===== src/include/tccm_pkg.sv =====
// Purpose: constants and carriers for the timer channel mode control block
// Assumes: 16-bit register data, 8-bit byte address, 16-bit counter
// Notes:   the list below is the behaviour contract of the block
// Contract
// ch1 select 00 output, 01 input one, 10 input two, 11 internal trigger
// software changes a direction select only while that channel is disabled
// fast enable shortens trigger-to-output response of the compare output
// preload off: a compare value write takes effect at once
// preload on: written compare value waits for the next update event
// protection level 3 on an output channel locks preload and mode fields
// mode 000 freezes the reference level
// mode 001 drives reference high on counter match
// mode 010 drives reference low on counter match
// mode 011 toggles reference on each counter match
// mode 100 forces reference low, mode 101 forces it high
// mode 110 reference high while counter below compare, else low
// mode 111 reference high while counter above compare, else low
// pwm modes follow comparison changes and the switch from freeze
// clear enable lets a high filtered external trigger force reference low
// channel 2 mirrors channel 1 at bits 15:8
// software uses pwm with uncertain preload only in single pulse mode
// update generate restarts the counter and raises an update event
// mode register resets to all zeros
package tccm_pkg;

  // ************************************************************
  // register map
  // ************************************************************
  localparam logic [7:0]  CEG_OFFSET    = 8'h14;
  localparam logic [7:0]  CCM_OFFSET    = 8'h18;
  localparam logic [7:0]  CMP1_OFFSET   = 8'h34;
  localparam logic [7:0]  CMP_STRIDE    = 8'h04;
  localparam logic [7:0]  STATUS_OFFSET = 8'h40;
  localparam logic [15:0] CCM_RESET     = 16'h0000;
  localparam int          UEG_BIT       = 0;
  localparam int          CH_WIDTH      = 8;
  localparam logic [1:0]  PROT_LOCK     = 2'h3;

  // ************************************************************
  // field encodings
  // ************************************************************
  localparam logic [1:0] SEL_OUTPUT = 2'h0;
  localparam logic [1:0] SEL_IN_ONE = 2'h1;
  localparam logic [1:0] SEL_IN_TWO = 2'h2;
  localparam logic [1:0] SEL_TRG    = 2'h3;
  localparam logic [2:0] MODE_FREEZE = 3'h0;
  localparam logic [2:0] MODE_SET    = 3'h1;
  localparam logic [2:0] MODE_CLEAR  = 3'h2;
  localparam logic [2:0] MODE_TOGGLE = 3'h3;
  localparam logic [2:0] MODE_LOW    = 3'h4;
  localparam logic [2:0] MODE_HIGH   = 3'h5;
  localparam logic [2:0] MODE_PWM1   = 3'h6;
  localparam logic [2:0] MODE_PWM2   = 3'h7;

  // ************************************************************
  // carriers
  // ************************************************************
  // one channel's byte of the mode register, msb first
  typedef struct packed {
    logic       clear_enable;
    logic [2:0] compare_mode;
    logic       preload_enable;
    logic       fast_enable;
    logic [1:0] direction_select;
  } tccm_ch_field_t;

  typedef struct packed {
    logic [7:0]  addr;
    logic [15:0] wdata;
    logic        wr;
    logic        rd;
  } tccm_bus_req_t;

  typedef struct packed {
    logic timer_input_one;
    logic timer_input_two;
    logic internal_trigger_source;
    logic filtered_external_trigger;
    logic trigger_event;
  } tccm_trig_t;

endpackage : tccm_pkg


===== src/verilog/tccm_channel_ctrl.sv =====
// Purpose: mode register and reference level logic for timer channels 1 and 2
// Assumes: counter, triggers and pins are synchronous to ref_clk
// Notes:   compare values and the update generate bit live in the same register port
//
// Our own choice: the address-and-strobe port.
`timescale 1ns/100ps

module tccm_channel_ctrl (
  input  wire logic                    ref_clk,
  input  wire logic                    resetn,
  input  wire tccm_pkg::tccm_bus_req_t bus_req,
  output logic [15:0]                  rdata,
  input  wire logic [15:0]             counter_value,
  input  wire logic                    update_event,
  input  wire logic [1:0]              channel_enable,
  input  wire logic [1:0]              protection_level,
  input  wire tccm_pkg::tccm_trig_t    trig,
  output logic [1:0]                   reference_level,
  output logic [1:0]                   capture_input,
  output logic                         counter_reinit
);

  // ************************************************************
  // state
  // ************************************************************
  typedef struct packed {
    logic [15:0]      ccm;
    logic [1:0][15:0] preload;
    logic [1:0][15:0] active;
    logic [1:0]       ref_lvl;
    logic [1:0]       cap;
    logic [15:0]      rdata;
    logic             reinit;
  } tccm_state_t;

  tccm_state_t s_reg;
  tccm_state_t s_next;

  // ************************************************************
  // helpers
  // ************************************************************
  // channel fields out of the mode register
  function automatic tccm_pkg::tccm_ch_field_t ch_field(input logic [15:0] ccm, input int idx);
    ch_field = tccm_pkg::tccm_ch_field_t'(ccm[idx*tccm_pkg::CH_WIDTH +: tccm_pkg::CH_WIDTH]);
  endfunction : ch_field

  // compare register address of a channel
  function automatic logic [7:0] cmp_addr(input int idx);
    cmp_addr = tccm_pkg::CMP1_OFFSET + (idx[0] ? tccm_pkg::CMP_STRIDE : 8'h00);
  endfunction : cmp_addr

  // next reference level; force acts as a compare hit caused by the trigger
  function automatic logic ref_eval(input logic [2:0] mode, input logic cur, input logic [15:0] cnt,
                                    input logic [15:0] cmp, input logic force_hit);
    logic hit;
    hit = force_hit || (cnt == cmp);
    case (mode)
      tccm_pkg::MODE_FREEZE : ref_eval = cur;
      tccm_pkg::MODE_SET    : ref_eval = hit ? 1'b1 : cur;
      tccm_pkg::MODE_CLEAR  : ref_eval = hit ? 1'b0 : cur;
      tccm_pkg::MODE_TOGGLE : ref_eval = hit ? ~cur : cur;
      tccm_pkg::MODE_LOW    : ref_eval = 1'b0;
      tccm_pkg::MODE_HIGH   : ref_eval = 1'b1;
      tccm_pkg::MODE_PWM1   : ref_eval = !force_hit && (cnt < cmp);
      tccm_pkg::MODE_PWM2   : ref_eval = force_hit || (cnt > cmp);
      default               : ref_eval = cur;
    endcase
  endfunction : ref_eval

  // ************************************************************
  // next state
  // ************************************************************
  tccm_pkg::tccm_ch_field_t cur_f;
  tccm_pkg::tccm_ch_field_t new_f;
  tccm_pkg::tccm_ch_field_t f0;
  tccm_pkg::tccm_ch_field_t f1;
  logic                     ueg_wr;
  logic                     upd;

  // one process for every register; channels share the loop body
  always_comb
  begin
    s_next        = s_reg;
    s_next.rdata  = 16'h0000;
    cur_f         = '0;
    new_f         = '0;
    ueg_wr        = bus_req.wr && (bus_req.addr == tccm_pkg::CEG_OFFSET) && bus_req.wdata[tccm_pkg::UEG_BIT];
    upd           = ueg_wr || update_event;
    s_next.reinit = ueg_wr;
    for (int i = 0; i < 2; i++)
    begin
      cur_f = ch_field(s_reg.ccm, i);
      // mode register write with its lock conditions
      if (bus_req.wr && bus_req.addr == tccm_pkg::CCM_OFFSET)
      begin
        new_f = tccm_pkg::tccm_ch_field_t'(bus_req.wdata[i*tccm_pkg::CH_WIDTH +: tccm_pkg::CH_WIDTH]);
        if (channel_enable[i])
          new_f.direction_select = cur_f.direction_select;
        if (protection_level == tccm_pkg::PROT_LOCK && cur_f.direction_select == tccm_pkg::SEL_OUTPUT)
        begin
          new_f.preload_enable = cur_f.preload_enable;
          new_f.compare_mode   = cur_f.compare_mode;
        end
        s_next.ccm[i*tccm_pkg::CH_WIDTH +: tccm_pkg::CH_WIDTH] = new_f;
      end
      // update event moves the buffered value first; a same-cycle write with preload on only reaches the buffer
      if (upd && cur_f.preload_enable)
        s_next.active[i] = s_reg.preload[i];
      if (bus_req.wr && bus_req.addr == cmp_addr(i))
      begin
        s_next.preload[i] = bus_req.wdata;
        if (!cur_f.preload_enable)
          s_next.active[i] = bus_req.wdata;
      end
      // reference level runs every cycle while the channel selects output so pwm tracks any comparison change
      if (cur_f.direction_select == tccm_pkg::SEL_OUTPUT)
      begin
        s_next.ref_lvl[i] = ref_eval(cur_f.compare_mode, s_reg.ref_lvl[i], counter_value, s_reg.active[i],
                                     cur_f.fast_enable && trig.trigger_event);
        if (cur_f.clear_enable && trig.filtered_external_trigger)
          s_next.ref_lvl[i] = 1'b0;
      end
      // capture source; channel 2 sees the two pins crossed
      case (cur_f.direction_select)
        tccm_pkg::SEL_IN_ONE : s_next.cap[i] = (i == 0) ? trig.timer_input_one : trig.timer_input_two;
        tccm_pkg::SEL_IN_TWO : s_next.cap[i] = (i == 0) ? trig.timer_input_two : trig.timer_input_one;
        tccm_pkg::SEL_TRG    : s_next.cap[i] = trig.internal_trigger_source;
        default              : s_next.cap[i] = 1'b0;
      endcase
    end
    // read data valid only in the cycle after the strobe
    if (bus_req.rd)
    begin
      case (bus_req.addr)
        tccm_pkg::CCM_OFFSET    : s_next.rdata = s_reg.ccm;
        tccm_pkg::CMP1_OFFSET   : s_next.rdata = s_reg.preload[0];
        cmp_addr(1)             : s_next.rdata = s_reg.preload[1];
        tccm_pkg::STATUS_OFFSET : s_next.rdata = {10'h000, s_reg.cap, s_reg.ref_lvl,
                                   f1.direction_select == tccm_pkg::SEL_OUTPUT,
                                   f0.direction_select == tccm_pkg::SEL_OUTPUT};
        default                 : s_next.rdata = 16'h0000;
      endcase
    end
  end

  // ************************************************************
  // registers
  // ************************************************************
  // synchronous reset; everything clears to zero
  always_ff @(posedge ref_clk)
  begin
    if (!resetn)
    begin
      s_reg     <= '0;
      s_reg.ccm <= tccm_pkg::CCM_RESET;
    end
    else
      s_reg <= s_next;
  end

  assign rdata           = s_reg.rdata;
  assign reference_level = s_reg.ref_lvl;
  assign capture_input   = s_reg.cap;
  assign counter_reinit  = s_reg.reinit;

  // ************************************************************
  // checks
  // ************************************************************
  logic                     wr_ccm;
  logic                     wr_cmp0;
  logic                     hit0;
  logic                     quiet0;
  logic                     quiet1;

  // helper terms for channel 1, with f1 and quiet1 for channel 2
  always_comb
  begin
    f0      = ch_field(s_reg.ccm, 0);
    f1      = ch_field(s_reg.ccm, 1);
    wr_ccm  = bus_req.wr && bus_req.addr == tccm_pkg::CCM_OFFSET;
    wr_cmp0 = bus_req.wr && bus_req.addr == tccm_pkg::CMP1_OFFSET;
    hit0    = counter_value == s_reg.active[0];
    quiet0  = f0.direction_select == tccm_pkg::SEL_OUTPUT && !wr_ccm
              && !(f0.clear_enable && trig.filtered_external_trigger)
              && !(f0.fast_enable && trig.trigger_event);
    // same quiet condition for channel 2
    quiet1  = f1.direction_select == tccm_pkg::SEL_OUTPUT && !wr_ccm
              && !(f1.clear_enable && trig.filtered_external_trigger)
              && !(f1.fast_enable && trig.trigger_event);
  end

  property p_select_one;
    @(posedge ref_clk) disable iff (!resetn)
      f0.direction_select == tccm_pkg::SEL_IN_ONE && !wr_ccm |=> capture_input[0] == $past(trig.timer_input_one);
  endproperty
  a_select_one : assert property (p_select_one) else $error("ch1 capture not from input one");

  property p_select_lock;
    @(posedge ref_clk) disable iff (!resetn)
      wr_ccm && channel_enable[0] |=> f0.direction_select == $past(f0.direction_select);
  endproperty
  a_select_lock : assert property (p_select_lock) else $error("select changed while enabled");

  property p_fast;
    @(posedge ref_clk) disable iff (!resetn)
      f0.direction_select == tccm_pkg::SEL_OUTPUT && !wr_ccm && f0.fast_enable
      && trig.trigger_event && !(f0.clear_enable && trig.filtered_external_trigger)
      && f0.compare_mode == tccm_pkg::MODE_SET |=> reference_level[0];
  endproperty
  a_fast : assert property (p_fast) else $error("fast trigger did not act");

  property p_immediate;
    @(posedge ref_clk) disable iff (!resetn)
      wr_cmp0 && !f0.preload_enable |=> s_reg.active[0] == $past(bus_req.wdata);
  endproperty
  a_immediate : assert property (p_immediate) else $error("compare write not immediate");

  property p_buffered;
    @(posedge ref_clk) disable iff (!resetn)
      wr_cmp0 && f0.preload_enable && !update_event && !(bus_req.addr == tccm_pkg::CEG_OFFSET)
      ##1 !update_event && !(bus_req.wr && bus_req.addr == tccm_pkg::CEG_OFFSET) && !wr_cmp0
      |=> s_reg.active[0] == $past(s_reg.active[0], 2);
  endproperty
  a_buffered : assert property (p_buffered) else $error("preloaded value leaked early");

  property p_update;
    @(posedge ref_clk) disable iff (!resetn)
      update_event && f0.preload_enable && !wr_cmp0 |=> s_reg.active[0] == $past(s_reg.preload[0]);
  endproperty
  a_update : assert property (p_update) else $error("update did not load compare");

  property p_protect;
    @(posedge ref_clk) disable iff (!resetn)
      wr_ccm && protection_level == tccm_pkg::PROT_LOCK && f0.direction_select == tccm_pkg::SEL_OUTPUT
      |=> f0.compare_mode == $past(f0.compare_mode)
          && f0.preload_enable == $past(f0.preload_enable);
  endproperty
  a_protect : assert property (p_protect) else $error("locked field changed");

  property p_freeze;
    @(posedge ref_clk) disable iff (!resetn)
      quiet0 && f0.compare_mode == tccm_pkg::MODE_FREEZE |=> $stable(reference_level[0]);
  endproperty
  a_freeze : assert property (p_freeze) else $error("frozen level moved");

  property p_set;
    @(posedge ref_clk) disable iff (!resetn)
      quiet0 && f0.compare_mode == tccm_pkg::MODE_SET && hit0 |=> reference_level[0];
  endproperty
  a_set : assert property (p_set) else $error("match did not set");

  property p_clear;
    @(posedge ref_clk) disable iff (!resetn)
      quiet0 && f0.compare_mode == tccm_pkg::MODE_CLEAR && hit0 |=> !reference_level[0];
  endproperty
  a_clear : assert property (p_clear) else $error("match did not clear");

  property p_toggle;
    @(posedge ref_clk) disable iff (!resetn)
      quiet0 && f0.compare_mode == tccm_pkg::MODE_TOGGLE && hit0 |=> reference_level[0] != $past(reference_level[0]);
  endproperty
  a_toggle : assert property (p_toggle) else $error("match did not toggle");

  property p_forced;
    @(posedge ref_clk) disable iff (!resetn)
      quiet0 && f0.compare_mode[2:1] == 2'h2 |=> reference_level[0] == $past(f0.compare_mode[0]);
  endproperty
  a_forced : assert property (p_forced) else $error("forced level wrong");

  property p_pwm1;
    @(posedge ref_clk) disable iff (!resetn)
      quiet0 && f0.compare_mode == tccm_pkg::MODE_PWM1
      |=> reference_level[0] == ($past(counter_value) < $past(s_reg.active[0]));
  endproperty
  a_pwm1 : assert property (p_pwm1) else $error("pwm1 level wrong");

  property p_pwm2;
    @(posedge ref_clk) disable iff (!resetn)
      quiet0 && f0.compare_mode == tccm_pkg::MODE_PWM2
      |=> reference_level[0] == ($past(counter_value) > $past(s_reg.active[0]));
  endproperty
  a_pwm2 : assert property (p_pwm2) else $error("pwm2 level wrong");

  property p_ext_clear;
    @(posedge ref_clk) disable iff (!resetn)
      f0.direction_select == tccm_pkg::SEL_OUTPUT && f0.clear_enable && trig.filtered_external_trigger
      |=> !reference_level[0];
  endproperty
  a_ext_clear : assert property (p_ext_clear) else $error("external clear ignored");

  property p_reinit;
    @(posedge ref_clk) disable iff (!resetn)
      bus_req.wr && bus_req.addr == tccm_pkg::CEG_OFFSET && bus_req.wdata[tccm_pkg::UEG_BIT]
      |=> counter_reinit;
  endproperty
  a_reinit : assert property (p_reinit) else $error("update generate lost");

  // a reinit pulse with no software request would restart the counter at random
  property p_reinit_pulse;
    @(posedge ref_clk) disable iff (!resetn)
      counter_reinit |-> $past(ueg_wr);
  endproperty
  a_reinit_pulse : assert property (p_reinit_pulse) else $error("reinit without update generate");

  property p_select_two;
    @(posedge ref_clk) disable iff (!resetn)
      f1.direction_select == tccm_pkg::SEL_IN_ONE |=> capture_input[1] == $past(trig.timer_input_two);
  endproperty
  a_select_two : assert property (p_select_two) else $error("ch2 capture not from input two");

  property p_out_no_cap;
    @(posedge ref_clk) disable iff (!resetn)
      f0.direction_select == tccm_pkg::SEL_OUTPUT |=> !capture_input[0];
  endproperty
  a_out_no_cap : assert property (p_out_no_cap) else $error("capture seen in output mode");

  property p_input_hold;
    @(posedge ref_clk) disable iff (!resetn)
      f0.direction_select != tccm_pkg::SEL_OUTPUT |=> $stable(reference_level[0]);
  endproperty
  a_input_hold : assert property (p_input_hold) else $error("reference moved in input mode");

  property p_high2;
    @(posedge ref_clk) disable iff (!resetn)
      quiet1 && f1.compare_mode == tccm_pkg::MODE_HIGH |=> reference_level[1];
  endproperty
  a_high2 : assert property (p_high2) else $error("ch2 forced high wrong");

  property p_clear2;
    @(posedge ref_clk) disable iff (!resetn)
      quiet1 && f1.compare_mode == tccm_pkg::MODE_CLEAR && counter_value == s_reg.active[1] |=> !reference_level[1];
  endproperty
  a_clear2 : assert property (p_clear2) else $error("ch2 match did not clear");

  property p_pwm2_ch2;
    @(posedge ref_clk) disable iff (!resetn)
      quiet1 && f1.compare_mode == tccm_pkg::MODE_PWM2
      |=> reference_level[1] == ($past(counter_value) > $past(s_reg.active[1]));
  endproperty
  a_pwm2_ch2 : assert property (p_pwm2_ch2) else $error("ch2 pwm2 level wrong");

  property p_read_mode;
    @(posedge ref_clk) disable iff (!resetn)
      bus_req.rd && bus_req.addr == tccm_pkg::CCM_OFFSET |=> rdata == $past(s_reg.ccm);
  endproperty
  a_read_mode : assert property (p_read_mode) else $error("mode read wrong");

  property p_reset;
    @(posedge ref_clk)
      !resetn |=> s_reg.ccm == tccm_pkg::CCM_RESET && reference_level == 2'h0 && !counter_reinit;
  endproperty
  a_reset : assert property (p_reset) else $error("reset value wrong");

endmodule : tccm_channel_ctrl


===== config.mk =====
export PLATFORM = sky130hd
export DESIGN_NAME = tccm_channel_ctrl
export DESIGN_NICKNAME = d
export VERILOG_FILES = /design/src/include/tccm_pkg.sv /design/src/verilog/tccm_channel_ctrl.sv
export SDC_FILE = /design/constraint.sdc
export NUM_CORES = 1
export LEC_CHECK = 0
export BUFFER_PORTS_ARGS = -buffer_cell sky130_fd_sc_hd__buf_2
export CAP_MARGIN = 10
export CORE_ASPECT_RATIO = 1.4
export CORE_UTILIZATION = 45
export DETAILED_ROUTE_END_ITERATION = 12
export PLACE_DENSITY_LB_ADDON = 0.05
export RECOVER_POWER = 100
export SKIP_LAST_GASP = 1
export SYNTH_ARGS = -nofsm -noshare
export SYNTH_HDL_FRONTEND = slang
export SYNTH_SLANG_ARGS = --single-unit

===== constraint.sdc =====
create_clock -name ref_clk -period 2.45 [get_ports ref_clk]
set_clock_uncertainty 0.05 [all_clocks]
set_input_delay 0.6125 -clock ref_clk [delete_from_list [all_inputs] [get_ports ref_clk]]
set_output_delay 0.6125 -clock ref_clk [all_outputs]
set_load 0.005 [all_outputs]

==> impl_results.md <==
- Status: finished, final reports clean
- Leakage: 2.17 nW
- Max-slew headroom: 53.1%
- Highest Signal Layer: met4
- Via-to-Cell Ratio: 5.53
- Adder-Cell Fraction of Synth Area: 7.40%
- XOR/XNOR share of the synthesized area: 0%
- Hold WS: 0.438 ns
- Cell Area, Synth: 5410 um^2
- Synth Net Count: 725
- Max reg flops: 64
- Rows: 47
- Synth-to-Final Area Change: 13.6%
- Slew Limit Fails: 0
- Fin. Hold Viols: 0
- Setup crit start kind: flop
- Final worst slack: 0.102 ns
- Pwr Density: 546 nW/um^2
- Synth Area in Compound Gates: 18.7%
- Clk_lat worst skew: 0.35 ns
- Max-cap viol count: 0
- Worst Path Required: 2.63 ns
- Setup-violating endpoint count in the final report: 0
- Die ar.: 12,500 um^2
- Mux cell area share after synthesis: 11.5%
- Yosys reg bits: 101
- RSZ-0062 raised after global routing: yes
- Final instance area: 6140 um^2
- Final worst path period share: 95.8%
- CP arrival: 2.53 ns
- Met1 wire length: 6160 um
- Worst Setup Path Type: flop to flop
- Largest net degree at the start of global routing: 59
- Hold Path Class: flop to flop
- Post-synth EDFFs: 0
- Setup Fix Bufs, Post-CTS: 0
- Placeable Area: 11,800 um^2
- Synth area leaders: dfxtp_1 37%, mux2i_1 11%, ha_1 7.4%
- Max clock buf depth: 2
- Cell Count, Final, Fillers Out: 850
- Register area share after synthesis: 37.4%
- Cell with the most instances after synthesis: dfxtp_1
- Final Total Pwr: 3.36 mW
- Min Tclk post-route: 2.35 ns
- Root Driver: clkbuf_16
- TritonCTS clock tree: done
- Number of port buffers: 74
- Simple-gate share of the synthesized area: 16.5%
- Max H-tree Level: 3
- Die height: 132 um
- Cells after Synth: 639
- CP max FO: 4
- Final wirelength: 16,000 um
- DRC violations left: 0
- DR WL met2: 8550 um
- HPWL Detailed: 12,100 um
- Routed Antenna Nets: 0
- Global-route wire length before repair: 24,600 um
- Vias in the first global route: 4,611
- Main combinational cell family by area after synthesis: compound AO/OA/AOI/OAI gates
- Initial antenna violation count: 0
- GRT Util Overall: 26.5%
- Post-layout net count: 784
- Synth area leader: dfxtp_1
- Clock sink total: 101
- Initial Utilization: 46.0%
- Grt ovf: 0
- Die W: 94.7 um
- Post-synth cell types: 43
- Pre-CTS setup slack: -0.172 ns
- Worst setup EP type: flop
- Antenna diodes: 0
- Asr flop ratio synth: 0%
- Mean Syn Cell Area: 8.47 um^2
- Placed inst area: 5860 um^2
- TritonRoute pass-1 iters: 4
- # IOs: 75
- CTS buffer count: 9
- Worst VDD drop: 0.279 mV
- Layout cells sized above 1: 16.4%
- Most frequent cells after synthesis: 101 x dfxtp_1, 92 x nand2_1, 60 x a21oi_1, 60 x mux2i_1, 45 x o21ai_0
- GP Congestion: 0.876
- Reg clk slew, reported paths: 0.07 ns
- DR WL met3: 659 um
- YS warnings: 0
- Share of the synthesized area in the top cell type: 37.4%
- Placed cell count: 834
- Ys flop type: dfxtp_1
- Iteration-0 DRC Markers: 201
- Via count: 4,698
- Worst-Margin Slew: 0.701 ns
- Wirelength per Cell: 18.8 um
- FMAX: 426 MHz
## layout by cell type (no fill, tap or decap), drive strengths merged, types with 2 or more instances in the layout
| master | count |
|---|---|
| nor3 | 5 |
| o221ai | 3 |
| nor2 | 40 |
| o21a | 2 |
| and2 | 6 |
| a211oi | 2 |
| nand2 | 92 |
| inv | 33 |
| nor2b | 13 |
| nand4 | 14 |
| a31oi | 3 |
| clkbuf | 30 |
| mux2 | 2 |
| a221oi | 4 |
| a21o | 2 |
| a21oi | 60 |
| nand3 | 6 |
| nand2b | 2 |
| buf | 83 |
| nor3b | 2 |
| and4 | 3 |
| ha | 32 |
| a2111o | 2 |
| a21boi | 40 |
| o22ai | 2 |
| dfxtp | 101 |
| mux2i | 60 |
| clkinv | 2 |
| nor4 | 2 |
| o21ai | 48 |
| clkinvlp | 2 |
## cell families (layout without fill, tap and decap cells)
kind of cell	count (synthesis)	after routing
AND/OR/NAND/NOR	189	189
AO/OA/AOI/OAI	168	168
flip-flops	101	101
buffers and inverters	87	151
multiplexers	62	62
adder cells (fa/ha/maj)	32	32
## what timing repair did
item | 4_1_cts | 5_1_grt
hold buffers | 0 | 0
endpoints found under the setup margin | 0 | 2
resized for setup | 0 | 2
## critical path, cell delays in order (launching register included)
cell and delay [ns]:
dfxtp_1 0.40, inv_1 0.08, ha_1 0.31, nand4_1 0.20, nor2_1 0.08, a2111o_1 0.35
a211oi_1 0.30, buf_4 0.18, mux2i_1 0.16, o221ai_1 0.11
## stage by stage
stage                     utilization, %  setup TNS [ns]
after floorplan                        -               0
after global placement              49.9          -0.220
after detailed placement            49.9          -0.303
after CTS                           52.5               0
after global routing                52.2         -0.0261
final                               52.2               0
## power by group
group / switching, mW / total (mW) / leakage, nW / internal, mW
combinational: 0.131 / 0.231 / 1.21 / 0.0994
sequential: 0.00209 / 1.64 / 0.813 / 1.64
clock: 0.633 / 1.48 / 0.148 / 0.848
## routing by layer
layer  GRT usage, %  vias up
li1               -     2328
met1           29.7     2213
met4           12.4        0
met3           3.11       35
met2           48.6      122
met5              0        -
## area by class of cell
type | count | area, um^2
Clock inverter | 5 | 58.8
Fill cell | 1176 | 5620
Multi-Input combinational cell | 451 | 2930
Clock buffer | 11 | 253
Inverter | 33 | 124
Timing Repair Buffer | 102 | 571
Tap cell | 147 | 184
Sequential cell | 101 | 2020
## worst paths after layout
kind | slack (ns) | to | cells after the start | start
min reg2reg | 0.44 | s_reg[70]$_SDFFE_PN0P_ | 2 | s_reg[70]$_SDFFE_PN0P_
max | 0.10 | reference_level[0]$_SDFFE_PN0P_ | 9 | s_reg[35]$_SDFF_PN0_
min | 0.44 | s_reg[70]$_SDFFE_PN0P_ | 2 | s_reg[70]$_SDFFE_PN0P_
max reg2reg | 0.10 | reference_level[0]$_SDFFE_PN0P_ | 9 | s_reg[35]$_SDFF_PN0_
Note: power is estimated with default switching activity, not from simulation.
